`src/logic/esr_pkg.sv`:
```
// constants and carrier types of the sensor register bank
// assumes a byte-level i2c target engine and a conversion engine on the same clock
package esr_pkg;

    ////////////////////////////////////////////////////////////////////////////
    // register offsets
    localparam logic [7:0] ESR_OFF_TEMP_LO   = 8'h00;
    localparam logic [7:0] ESR_OFF_TEMP_HI   = 8'h01;
    localparam logic [7:0] ESR_OFF_HUM_LO    = 8'h02;
    localparam logic [7:0] ESR_OFF_HUM_HI    = 8'h03;
    localparam logic [7:0] ESR_OFF_FLAGS     = 8'h04;
    localparam logic [7:0] ESR_OFF_TEMP_PEAK = 8'h05;
    localparam logic [7:0] ESR_OFF_HUM_PEAK  = 8'h06;
    localparam logic [7:0] ESR_OFF_ENABLE    = 8'h07;
    localparam logic [7:0] ESR_OFF_TEMP_TRIM = 8'h08;
    localparam logic [7:0] ESR_OFF_HUM_TRIM  = 8'h09;
    localparam logic [7:0] ESR_OFF_TLIM_A    = 8'h0A;
    localparam logic [7:0] ESR_OFF_TLIM_B    = 8'h0B;
    localparam logic [7:0] ESR_OFF_HLIM_A    = 8'h0C;
    localparam logic [7:0] ESR_OFF_HLIM_B    = 8'h0D;
    localparam logic [7:0] ESR_OFF_CFG       = 8'h0E;
    localparam logic [7:0] ESR_OFF_MEAS      = 8'h0F;
    localparam logic [7:0] ESR_OFF_MAKER_LO  = 8'hFC;
    localparam logic [7:0] ESR_OFF_MAKER_HI  = 8'hFD;
    localparam logic [7:0] ESR_OFF_PART_LO   = 8'hFE;
    localparam logic [7:0] ESR_OFF_PART_HI   = 8'hFF;

    ////////////////////////////////////////////////////////////////////////////
    // reset values
    localparam logic [7:0]  ESR_RST_ZERO    = 8'h00;
    localparam logic [7:0]  ESR_RST_LIMIT_A = 8'hFF;
    localparam logic [15:0] ESR_RST_RESULT  = 16'h0000;
    localparam logic        ESR_RST_ALERT   = 1'b1;

    ////////////////////////////////////////////////////////////////////////////
    // field positions
    localparam int ESR_FLAG_DONE_BIT = 7;
    localparam int ESR_FLAG_THR_LSB  = 3;
    localparam int ESR_CFG_SOFT_BIT  = 7;
    localparam int ESR_CFG_EN_BIT    = 2;
    localparam int ESR_CFG_POL_BIT   = 1;
    localparam int ESR_CFG_LATCH_BIT = 0;
    localparam int ESR_MEAS_TRES_LSB = 6;
    localparam int ESR_MEAS_HRES_LSB = 4;

    // result word layout: 14 bits on top, two forced zeros below
    localparam logic [15:0] ESR_KEEP_14 = 16'hFFFC;
    localparam logic [15:0] ESR_KEEP_11 = 16'hFFE0;
    localparam logic [15:0] ESR_KEEP_9  = 16'hFF80;
    localparam logic [1:0]  ESR_RES_11  = 2'h1;
    localparam logic [1:0]  ESR_RES_9   = 2'h2;

    typedef enum logic [2:0] {
        ESR_KIND_PTR   = 3'b001,
        ESR_KIND_WRITE = 3'b010,
        ESR_KIND_READ  = 3'b100
    } esr_kind_e;

    typedef struct packed {
        logic       valid;
        esr_kind_e  kind;
        logic [7:0] data;
    } esr_req_s;

    typedef struct packed {
        logic       valid;
        logic       ack;
        logic [7:0] data;
    } esr_rsp_s;

    typedef struct packed {
        logic        done;
        logic [13:0] temp;
        logic [13:0] hum;
    } esr_conv_s;

endpackage

```
`src/logic/esr_bank.sv`:
```
// register bank of the humidity and temperature sensor
// assumes the i2c engine delivers one byte event per cycle on the same clock
// and the conversion engine pulses done with fresh 14-bit results
//
// Summary of operation
// - temperature bytes at 0x00/0x01, reset zero
// - temperature word 16-bit, two low bits zero
// - 14-bit result, resolution from measurement config
// - humidity bytes at 0x02/0x03, reset zero
// - humidity word 16-bit, two low bits zero
// - conversion end sets done flag bit 7
// - status or result read clears done flag
// - threshold flags bits 6..3, reserved read zero
// - status read clears threshold flags
// - config 0x0E picks latched or tracking flags
// - alert pin follows flags, same mode
// - temperature peak byte at 0x05
// - humidity peak byte at 0x06
// - soft reset and alert config at 0x0E
// - 0x04 merges done and threshold flags
// - latch mode: flag holds until status read
// - track mode: flag follows present value
// - pointer increments after every data byte
// - nack id writes and unused pointer
module esr_bank
    import esr_pkg::*;
#(
    parameter logic [7:0] MAKER_LO = 8'hA5, // arbitrary identity value
    parameter logic [7:0] MAKER_HI = 8'h5A, // arbitrary identity value
    parameter logic [7:0] PART_LO  = 8'h3C, // arbitrary identity value
    parameter logic [7:0] PART_HI  = 8'hC3  // arbitrary identity value
) (
    input  wire logic      clk,
    input  wire logic      reset_n,
    input  wire esr_req_s  bus_req,
    output esr_rsp_s       bus_rsp,
    input  wire esr_conv_s conv,
    output logic           alert_pin
);

    ////////////////////////////////////////////////////////////////////////////
    // state
    logic [7:0]  ptr_ff;
    logic [15:0] temp_ff;
    logic [15:0] hum_ff;
    logic        done_ff;
    logic [3:0]  thr_ff;
    logic [7:0]  temp_peak_ff;
    logic [7:0]  hum_peak_ff;
    logic [7:0]  enable_ff;
    logic [7:0]  temp_trim_ff;
    logic [7:0]  hum_trim_ff;
    logic [7:0]  tlim_a_ff;
    logic [7:0]  tlim_b_ff;
    logic [7:0]  hlim_a_ff;
    logic [7:0]  hlim_b_ff;
    logic [7:0]  cfg_ff;
    logic [7:0]  meas_ff;
    logic        soft_ff;
    esr_rsp_s    rsp_ff;
    logic        alert_ff;

    logic        clr;
    logic        ptr_byte;
    logic        wr_byte;
    logic        rd_byte;
    logic        ptr_mapped;
    logic        ptr_is_id;
    logic        rd_status;
    logic        rd_result;
    logic [7:0]  rd_mux;
    logic [15:0] nxt_temp;
    logic [15:0] nxt_hum;
    logic [3:0]  cond;
    logic [7:0]  status;
    logic [7:0]  temp_peak_base;
    logic [7:0]  hum_peak_base;
    logic        alert_active;
    logic        nxt_alert;

    ////////////////////////////////////////////////////////////////////////////
    // conversion word shaping
    function automatic logic [15:0] esr_adjust(
        input logic [13:0] raw,
        input logic [7:0]  trim,
        input logic [1:0]  res
    );
        logic signed [17:0] sum;
        logic [15:0]        word;
        logic [15:0]        keep;
        sum = $signed({2'b00, raw, 2'b00}) + $signed({{4{trim[7]}}, trim, 6'h00});
        // saturate so an offset never wraps a cold reading to hot
        if (sum < 0) begin
            word = 16'h0000;
        end else if (sum > $signed(18'h0FFFF)) begin
            word = 16'hFFFF;
        end else begin
            word = sum[15:0];
        end
        case (res)
            ESR_RES_11: keep = ESR_KEEP_11;
            ESR_RES_9:  keep = ESR_KEEP_9;
            default:    keep = ESR_KEEP_14;
        endcase
        return word & keep & ESR_KEEP_14;
    endfunction

    assign nxt_temp = esr_adjust(conv.temp, temp_trim_ff,
                                 meas_ff[ESR_MEAS_TRES_LSB +: 2]);
    assign nxt_hum  = esr_adjust(conv.hum, hum_trim_ff,
                                 meas_ff[ESR_MEAS_HRES_LSB +: 2]);

    // limit a is the upper bound, limit b the lower; enable bits 6..3 arm the flags
    assign cond = {nxt_temp[15:8] > tlim_a_ff, nxt_temp[15:8] < tlim_b_ff,
                   nxt_hum[15:8] > hlim_a_ff,  nxt_hum[15:8] < hlim_b_ff}
                  & enable_ff[ESR_FLAG_THR_LSB +: 4];

    ////////////////////////////////////////////////////////////////////////////
    // byte decode
    assign clr        = !reset_n || soft_ff;
    assign ptr_byte   = bus_req.valid && bus_req.kind == ESR_KIND_PTR;
    assign wr_byte    = bus_req.valid && bus_req.kind == ESR_KIND_WRITE;
    assign rd_byte    = bus_req.valid && bus_req.kind == ESR_KIND_READ;
    assign ptr_is_id  = ptr_ff >= ESR_OFF_MAKER_LO;
    assign ptr_mapped = bus_req.data <= ESR_OFF_MEAS || bus_req.data >= ESR_OFF_MAKER_LO;
    assign rd_status  = rd_byte && ptr_ff == ESR_OFF_FLAGS;
    assign rd_result  = rd_byte && ptr_ff <= ESR_OFF_HUM_HI;
    assign status     = {done_ff, thr_ff, 3'b000};

    always_comb begin
        case (ptr_ff)
            ESR_OFF_TEMP_LO:   rd_mux = temp_ff[7:0];
            ESR_OFF_TEMP_HI:   rd_mux = temp_ff[15:8];
            ESR_OFF_HUM_LO:    rd_mux = hum_ff[7:0];
            ESR_OFF_HUM_HI:    rd_mux = hum_ff[15:8];
            ESR_OFF_FLAGS:     rd_mux = status;
            ESR_OFF_TEMP_PEAK: rd_mux = temp_peak_ff;
            ESR_OFF_HUM_PEAK:  rd_mux = hum_peak_ff;
            ESR_OFF_ENABLE:    rd_mux = enable_ff;
            ESR_OFF_TEMP_TRIM: rd_mux = temp_trim_ff;
            ESR_OFF_HUM_TRIM:  rd_mux = hum_trim_ff;
            ESR_OFF_TLIM_A:    rd_mux = tlim_a_ff;
            ESR_OFF_TLIM_B:    rd_mux = tlim_b_ff;
            ESR_OFF_HLIM_A:    rd_mux = hlim_a_ff;
            ESR_OFF_HLIM_B:    rd_mux = hlim_b_ff;
            ESR_OFF_CFG:       rd_mux = cfg_ff;
            ESR_OFF_MEAS:      rd_mux = meas_ff;
            ESR_OFF_MAKER_LO:  rd_mux = MAKER_LO;
            ESR_OFF_MAKER_HI:  rd_mux = MAKER_HI;
            ESR_OFF_PART_LO:   rd_mux = PART_LO;
            ESR_OFF_PART_HI:   rd_mux = PART_HI;
            default:           rd_mux = ESR_RST_ZERO;
        endcase
    end

    ////////////////////////////////////////////////////////////////////////////
    // pointer and byte answers
    always_ff @(posedge clk) begin
        if (clr) begin
            ptr_ff <= ESR_RST_ZERO;
        end else if (ptr_byte) begin
            ptr_ff <= bus_req.data;
        end else if (wr_byte || rd_byte) begin
            ptr_ff <= ptr_ff + 8'h01;
        end
    end

    always_ff @(posedge clk) begin
        if (!reset_n) begin
            rsp_ff <= '0;
        end else begin
            rsp_ff.valid <= bus_req.valid;
            if (ptr_byte) begin
                rsp_ff.ack <= ptr_mapped;
            end else if (wr_byte) begin
                rsp_ff.ack <= !ptr_is_id;
            end else begin
                rsp_ff.ack <= 1'b1;
            end
            if (rd_byte) begin
                rsp_ff.data <= rd_mux;
            end
        end
    end

    assign bus_rsp = rsp_ff;

    ////////////////////////////////////////////////////////////////////////////
    // soft reset: one-cycle pulse, the bit itself reads back zero
    always_ff @(posedge clk) begin
        if (!reset_n) begin
            soft_ff <= 1'b0;
        end else begin
            soft_ff <= wr_byte && ptr_ff == ESR_OFF_CFG && bus_req.data[ESR_CFG_SOFT_BIT];
        end
    end

    always_ff @(posedge clk) begin
        if (clr) begin
            cfg_ff <= ESR_RST_ZERO;
        end else if (wr_byte && ptr_ff == ESR_OFF_CFG) begin
            cfg_ff <= bus_req.data & ~(8'h01 << ESR_CFG_SOFT_BIT);
        end
    end

    ////////////////////////////////////////////////////////////////////////////
    // plain read-write registers
    always_ff @(posedge clk) begin
        if (clr) begin
            enable_ff    <= ESR_RST_ZERO;
            temp_trim_ff <= ESR_RST_ZERO;
            hum_trim_ff  <= ESR_RST_ZERO;
            tlim_a_ff    <= ESR_RST_LIMIT_A;
            tlim_b_ff    <= ESR_RST_ZERO;
            hlim_a_ff    <= ESR_RST_LIMIT_A;
            hlim_b_ff    <= ESR_RST_ZERO;
            meas_ff      <= ESR_RST_ZERO;
        end else if (wr_byte) begin
            case (ptr_ff)
                ESR_OFF_ENABLE:    enable_ff    <= bus_req.data & 8'hF8;
                ESR_OFF_TEMP_TRIM: temp_trim_ff <= bus_req.data;
                ESR_OFF_HUM_TRIM:  hum_trim_ff  <= bus_req.data;
                ESR_OFF_TLIM_A:    tlim_a_ff    <= bus_req.data;
                ESR_OFF_TLIM_B:    tlim_b_ff    <= bus_req.data;
                ESR_OFF_HLIM_A:    hlim_a_ff    <= bus_req.data;
                ESR_OFF_HLIM_B:    hlim_b_ff    <= bus_req.data;
                ESR_OFF_MEAS:      meas_ff      <= bus_req.data;
                default: ;
            endcase
        end
    end

    ////////////////////////////////////////////////////////////////////////////
    // results and peak detectors
    always_ff @(posedge clk) begin
        if (clr) begin
            temp_ff <= ESR_RST_RESULT;
            hum_ff  <= ESR_RST_RESULT;
        end else if (conv.done) begin
            temp_ff <= nxt_temp;
            hum_ff  <= nxt_hum;
        end
    end

    // a write of zero erases the peak; a same-cycle conversion still counts
    assign temp_peak_base = (wr_byte && ptr_ff == ESR_OFF_TEMP_PEAK) ? bus_req.data
                                                                     : temp_peak_ff;
    assign hum_peak_base  = (wr_byte && ptr_ff == ESR_OFF_HUM_PEAK) ? bus_req.data
                                                                    : hum_peak_ff;

    always_ff @(posedge clk) begin
        if (clr) begin
            temp_peak_ff <= ESR_RST_ZERO;
            hum_peak_ff  <= ESR_RST_ZERO;
        end else begin
            if (conv.done && nxt_temp[15:8] > temp_peak_base) begin
                temp_peak_ff <= nxt_temp[15:8];
            end else begin
                temp_peak_ff <= temp_peak_base;
            end
            if (conv.done && nxt_hum[15:8] > hum_peak_base) begin
                hum_peak_ff <= nxt_hum[15:8];
            end else begin
                hum_peak_ff <= hum_peak_base;
            end
        end
    end

    ////////////////////////////////////////////////////////////////////////////
    // status flags: a new conversion always beats a clearing read
    always_ff @(posedge clk) begin
        if (clr) begin
            done_ff <= 1'b0;
        end else if (conv.done) begin
            done_ff <= 1'b1;
        end else if (rd_status || rd_result) begin
            done_ff <= 1'b0;
        end
    end

    always_ff @(posedge clk) begin
        if (clr) begin
            thr_ff <= 4'h0;
        end else if (cfg_ff[ESR_CFG_LATCH_BIT]) begin
            thr_ff <= (rd_status ? 4'h0 : thr_ff) | (conv.done ? cond : 4'h0);
        end else if (conv.done) begin
            thr_ff <= cond;
        end else if (rd_status) begin
            thr_ff <= 4'h0;
        end
    end

    ////////////////////////////////////////////////////////////////////////////
    // alert pin: registered so it never glitches between flag updates
    assign alert_active = cfg_ff[ESR_CFG_EN_BIT]
                          && |({done_ff, thr_ff} & enable_ff[7:3]);
    assign nxt_alert    = cfg_ff[ESR_CFG_POL_BIT] ? alert_active : !alert_active;

    always_ff @(posedge clk) begin
        if (clr) begin
            alert_ff <= ESR_RST_ALERT;
        end else begin
            alert_ff <= nxt_alert;
        end
    end

    assign alert_pin = alert_ff;
endmodule

```
`config.mk`:
```
export PLATFORM = sky130hd
export DESIGN_NAME = esr_bank
export DESIGN_NICKNAME = d
export VERILOG_FILES = /design/src/logic/esr_pkg.sv /design/src/logic/esr_bank.sv
export SDC_FILE = /design/constraint.sdc
export NUM_CORES = 1
export LEC_CHECK = 0
export BUFFER_PORTS_ARGS = -buffer_cell sky130_fd_sc_hd__buf_2
export CAP_MARGIN = 20
export CORE_MARGIN = 3
export CORE_UTILIZATION = 55
export CTS_BUF_LIST = sky130_fd_sc_hd__clkbuf_16
export DETAILED_ROUTE_END_ITERATION = 6
export PLACE_DENSITY_LB_ADDON = 0.2
export RECOVER_POWER = 100
export SYNTH_ARGS = -nofsm -noshare
export SYNTH_HDL_FRONTEND = slang
export SYNTH_SLANG_ARGS = --single-unit
```
`constraint.sdc`:
```
create_clock -name clk -period 12.3 [get_ports clk]
set_clock_uncertainty 0.1 [all_clocks]
set_input_delay 0.615 -clock clk [delete_from_list [all_inputs] [get_ports clk]]
set_output_delay 0.615 -clock clk [all_outputs]
set_load 0.1 [all_outputs]
```
## Word-level counts from Yosys, hierarchy flattened

Cells that the tools add are included.

- Input port bits: 43
- Bits in registers: 137

- Bitwise gates (word level): 5
- $add $sub $neg: 3
- Mux-type cells: 22
- $lt $le $gt $ge: 14
- Reduce and logical (&&, ||, !) cells: 31
- Equality and inequality tests: 26

Operators with widths:

| operator | count |
|---|---|
| $pmux W8 S20 | 1 |
| $eq A8 B4 Y1 const B | 8 |
| $mux W16 | 4 |
| $mux W8 | 6 |
| $add A17 B14 Y18 | 2 |
| $gt A18 B17 Y1 const B | 2 |
| $lt A18 B1 Y1 const B | 2 |
| $and A16 B16 Y16 | 2 |
| $eq A8 B3 Y1 const B | 4 |
| $eq A8 B8 Y1 const B | 4 |
| $gt A8 B8 Y1 | 4 |
| $pmux W7 S2 | 2 |
| $eq A8 B2 Y1 const B | 2 |
| $ge A8 B8 Y1 const B | 2 |
| $lt A8 B8 Y1 | 2 |
| $mux W4 | 4 |
| $reduce_and A2 Y1 | 8 |
| $logic_and A1 B1 Y1 | 12 |
| $add A8 B1 Y8 const B | 1 |
| $eq A8 B1 Y1 const B | 1 |
| $le A8 B2 Y1 const B | 1 |
| $le A8 B4 Y1 const B | 1 |
| $logic_not A8 Y1 | 1 |
| $and A5 B5 Y5 | 1 |
| 12 further kinds | 24 |

## Longest topological paths before layout

- Word-level depth: 10
- Depth in mapped cells: 19

## Worst setup path after synthesis

OpenSTA, ideal clock, no wires.

- Path type: in2reg
- Start: input conv[18] in the netlist's numbering
- End: register temp_peak_ff[1]
- Setup time: 0.087 ns
- Cell stages on the path: 17
- Arrival: 4.129 ns
- Path slack: 7.983 ns
- Cells stage by stage: ha_1 -> fa_1 -> a211oi_1 -> o21ai_1 -> a311oi_2 -> nand2_1 -> mux2i_1 -> inv_1 -> a21boi_0 -> ha_1 -> nand4_1 -> o22ai_1 -> maj3_2 -> a31oi_4 -> buf_6 -> nand3_1 -> o31ai_1

- Longest elaborated chain between the ends: 8
- Elaborated cells between the ends (all ways): 9
- Classes of those cells: add/sub (1); order compare (3); mux (3); bitwise (1); reduce/logical (1)

Ends and longest elaborated chain:

| element | RTL line | source |
|---|---|---|
| start: declaration | esr_bank.sv:37 | `input wire esr_conv_s conv,` |
| $add A17 B14 Y18 (*) | esr_bank.sv:91 | `sum = $signed({2'b00, raw, 2'b00}) + $signed({{4{trim[7]}}, trim, 6'h00});` |
| $gt A18 B17 Y1 | esr_bank.sv:95 | `end else if (sum > $signed(18'h0FFFF)) begin` |
| $mux W16 | esr_bank.sv:95 |  |
| $mux W16 (*) | esr_bank.sv:93 | `if (sum < 0) begin` |
| $and A16 B16 Y16 (*) | esr_bank.sv:105 | `return word & keep & ESR_KEEP_14;` |
| net nxt_temp[15] | esr_bank.sv:72 | `logic [15:0] nxt_temp;` |
| $gt A8 B8 Y1 (*) | esr_bank.sv:256 | `if (conv.done && nxt_temp[15:8] > temp_peak_base) begin` |
| $logic_and A1 B1 Y1 (*) | esr_bank.sv:256 |  |
| $mux W8 (*) | esr_bank.sv:256 |  |
| end signal: assignment | esr_bank.sv:257 | `temp_peak_ff <= nxt_temp[15:8];` |
| end signal: assignment | esr_bank.sv:259 | `temp_peak_ff <= temp_peak_base;` |
| end: declaration | esr_bank.sv:48 | `logic [7:0] temp_peak_ff;` |

The timed path passes the listed nets; every way through them passes the cells marked *.
A chain may end at the register's enable or synchronous reset.

## Worst setup path in the final report

- Start: register temp_trim_ff[0]
- End: register temp_peak_ff[6]

- Longest elaborated chain between the ends: 8
- Elaborated cells between the ends (all ways): 9
- Classes of those cells: add/sub (1); order compare (3); mux (3); bitwise (1); reduce/logical (1)

Ends and longest elaborated chain:

| element | RTL line | source |
|---|---|---|
| start: declaration | esr_bank.sv:51 | `logic [7:0] temp_trim_ff;` |
| start signal: assignment | esr_bank.sv:221 | `ESR_OFF_TEMP_TRIM: temp_trim_ff <= bus_req.data;` |
| $add A17 B14 Y18 (*) | esr_bank.sv:91 |  |
| $gt A18 B17 Y1 | esr_bank.sv:95 |  |
| $mux W16 | esr_bank.sv:95 |  |
| $mux W16 (*) | esr_bank.sv:93 |  |
| $and A16 B16 Y16 (*) | esr_bank.sv:105 |  |
| net nxt_temp[9] | esr_bank.sv:72 |  |
| $gt A8 B8 Y1 (*) | esr_bank.sv:256 |  |
| $logic_and A1 B1 Y1 (*) | esr_bank.sv:256 |  |
| $mux W8 (*) | esr_bank.sv:256 |  |

Marks and branches as above.

==> results.toml <==
[clock_tree]
h-tree-depth = 4
clockBufferDepth = 2
ctsRootBufferMaster = "clkbuf_16"
clkTransAtPathRegs_ps = 60
cts-resized-gates = 0
cts.sinks = 137
cts_setup_buffers = 0
cts.hold.buffers_added = 0
cts_tree = "built"
clkLatencyLatePin_ps = 430
cts_buffers = 17

[timing]
worst_slew_pin_slew_ps = 3410
slew_violations = 136
setup_tns_ps = 0
finalCritPeriodShare_pct = 49.9
grt_setup_unrepaired = "no"
fin_crit_ps = 6140
worst_slack_ps = 6160
relSlewSlack_pct = -127
timing.fmax_ghz = 0.163
setup_viol = 0
hold_violations = 0

[drt]
met3_length_mm = 2.81
drtIter0Drc = 1017
wl_per_cell_um = 21.8
ant_nets = 0
top_layer = "met4"
met2WireLength_mm = 11.5
via_count = 8058
wl_met1_mm = 11.5
finalWirelength_mm = 26.9
routed_via_density = 6.53
firstDrtPassIters = 7
route.detailed.drc = 9

[pwr]
power.switching_uw = 297
power.total_uw = 1070
swShare_pct = 27.7
p_leak_uw = 0.00382
pwr-share-comb_pct = 13.2
powerDensity_nw_per_um2 = 116
p_clk_share_pct = 43.0
internal_power_uw = 776
seq_power_share_pct = 43.7
ir_worst_vdd_mv = 0.100

[setup_path]
end_kind = "flop"
path_max_fanout = 16
critical_path_class = "flop to flop"
setup.worst_path.start_class = "flop"
worst_ep_required_time_ps = 12490
cp.arrival_ps = 6330

[floorplan]
core_um2 = 14800
chipHeight_um = 130
dieWidth_um = 130
io_pins = 54
num_rows = 44
start_util_pct = 57.5
die_area_um2 = 17000

[synthesis]
async_reset_ff_share_pct = 0
syn_nets = 1125
synth_top_family_by_area = "compound AO/OA/AOI/OAI gates"
yosys.area_share.adder_pct = 10.5
synth_top_area_share_pct = 32.2
synthFlopType = "dfxtp_1"
yosysWarnings = 0
synth_area_leader_cell = "dfxtp_1"
ys_types = 78
synth_area_per_cell_um2 = 8.39
ys_ff_latch = 137
synth_area_leaders = "dfxtp_1 32%, ha_1 9.7%, mux2i_1 5.3%, a21oi_1 5.0%, nand2_1 4.3%"
synth_edf_count = 0
netlist_area_um2 = 8510
synth-simple-area-share_pct = 19.7
synth-compound-area-share_pct = 23.0
ys_seq_area_share_pct = 32.2
synthCells = 1014
synth_xor_area_share_pct = 2.88
synthMuxAreaShare_pct = 7.26

[layout]
fin_cells = 1234
finalCoreUtilization_pct = 62.6
fillerInstances = 1295
nets = 1149
syn_to_final_growth_pct = 9.00
drive_above_1_share_pct = 9.34

[global_route]
grt_util_all_layers_pct = 32.1
overflow = 0
antenna_found_initial = 1
grt_pass1_vias = 7382
grt_max_degree = 73
grt_pass1_wl_mm = 41.2

[place]
port_buffers = 53
place_ws_ps = 6730
place_inst = 1203
dp_hpwl_mm = 18.8
gp_congestion = 0.990

[status]
status = "finished with violations"
violations = "DRC, capacitance limit, slew limit"

[worst_hold_path]
hp-class = "input pin to flop"

[run]
max_cap_violations = 3
[worst paths after layout]
path / from / to / slack [ps] / cells after the start
setup / recovery: temp_trim_ff[0] / temp_peak_ff[6] / 6160 / 16
hold / removal: bus_req[11] / bus_rsp[9] / 340 / 2
setup reg to reg: temp_trim_ff[0] / temp_peak_ff[6] / 6160 / 16
hold reg to reg: meas_ff[1] / meas_ff[1] / 360 / 2
[routing by layer]
layer | track usage (%) | vias to the layer above
met3 | 8.46 | 67
met4 | 11.2 | 0
li1 | - | 3762
met1 | 44.4 | 3799
met2 | 48.7 | 430
met5 | 0 | -
[cells in the mapped netlist (4+ instances only)]
cell / instances
dfxtp_1: 137
nand2_1: 98
a21oi_1: 85
nor2_1: 77
ha_1: 66
nand3_1: 58
clkbuf_1: 49
mux2i_1: 45
inv_1: 37
o21ai_0: 37
a22oi_1: 26
o211ai_1: 24
nand2b_1: 20
xnor2_1: 19
o21a_1: 15
nand4_1: 14
a211oi_1: 12
nor3_1: 12
and3_1: 11
nor2b_1: 11
a21o_1: 10
xor2_1: 9
a221oi_1: 7
a22o_1: 7
a31oi_1: 7
o31ai_1: 7
a211oi_2: 6
buf_1: 6
nor3b_1: 6
o21ai_1: 6
a222oi_1: 5
a311oi_1: 5
or2_2: 5
a32oi_1: 4
[power groups by stage]
stage / Clock [uW] / Sequential, uW / Combinational (uW)
after floorplan: 0 / 482 / 94.7
after global placement: 0 / 478 / 142
after detailed placement: 0 / 478 / 143
after CTS: 462 / 469 / 145
after global routing: 481 / 470 / 155
final: 462 / 469 / 142
[cells in the final DEF, fill, tap and decap left out, drive strengths merged, types with 7 or more instances in the layout]
| cell | count |
|---|---|
| inv | 39 |
| o21a | 15 |
| nand4 | 14 |
| nor2b | 11 |
| a211oi | 18 |
| nand2 | 102 |
| nand3 | 58 |
| a31oi | 8 |
| nand2b | 20 |
| a221oi | 7 |
| a21oi | 85 |
| nor2 | 78 |
| o211ai | 24 |
| o21ai | 43 |
| buf | 47 |
| dfxtp | 137 |
| a21o | 10 |
| a22oi | 26 |
| nor3 | 12 |
| xnor2 | 19 |
| clkbuf | 34 |
| ha | 66 |
| xor2 | 9 |
| and3 | 11 |
| o31ai | 8 |
| clkinv | 8 |
| mux2i | 47 |
| a22o | 7 |
[sequential cells by signal, indices dropped and copies added (netlist names), 4 cells and up]
name,flops
thr_ff,4
temp_ff,14
bus_rsp,10
hlim_a_ff,8
hum_peak_ff,8
tlim_b_ff,8
hlim_b_ff,8
hum_ff,14
temp_peak_ff,8
meas_ff,8
ptr_ff,8
cfg_ff,7
tlim_a_ff,8
temp_trim_ff,8
hum_trim_ff,8
enable_ff,5
[critical path, cell delays in order (launching register included)]
cell and delay, ps:
dfxtp_1 340, ha_1 230, fa_1 430, a211oi_1 330, o21ai_0 230, a311oi_1 600
nand2_1 110, mux2i_1 680, inv_1 140, a21boi_0 590, ha_1 360, nand3_1 110
o22ai_1 90, maj3_1 360, a31oi_1 940, nand3_1 230, o31ai_1 130
[kinds of logic after synthesis]
logic type,after synthesis
xor gates and xnor gates,28
adders and majority gates,71
AOI/OAI and AO/OA,289
buffers and inverters,96
and+or+nand+nor,338
DFF,137
muxes,55
[metrics by stage]
step / hold slack [ps] / instance area (um^2)
2_1_floorplan: 335 / 8510
3_3_place_gp: 345 / 8880
3_5_place_dp: 349 / 8880
4_1_cts: 345 / 9400
5_1_grt: 353 / 9270
6_report: 342 / 9270
[layout make-up]
type | count | area [um^2] | area share (%)
Clock inverter | 13 | 91.3 | 0.985
Tap cell | 184 | 230 | 2.48
Sequential cell | 137 | 2740 | 29.6
Clock buffer | 17 | 425 | 4.59
Antenna cell | 1 | 2.50 | 0.0270
Multi-Input combinational cell | 781 | 5320 | 57.4
Timing Repair Buffer | 64 | 319 | 3.44
Inverter | 37 | 139 | 1.50
No activity file was read; power rests on OpenSTA's default activity.
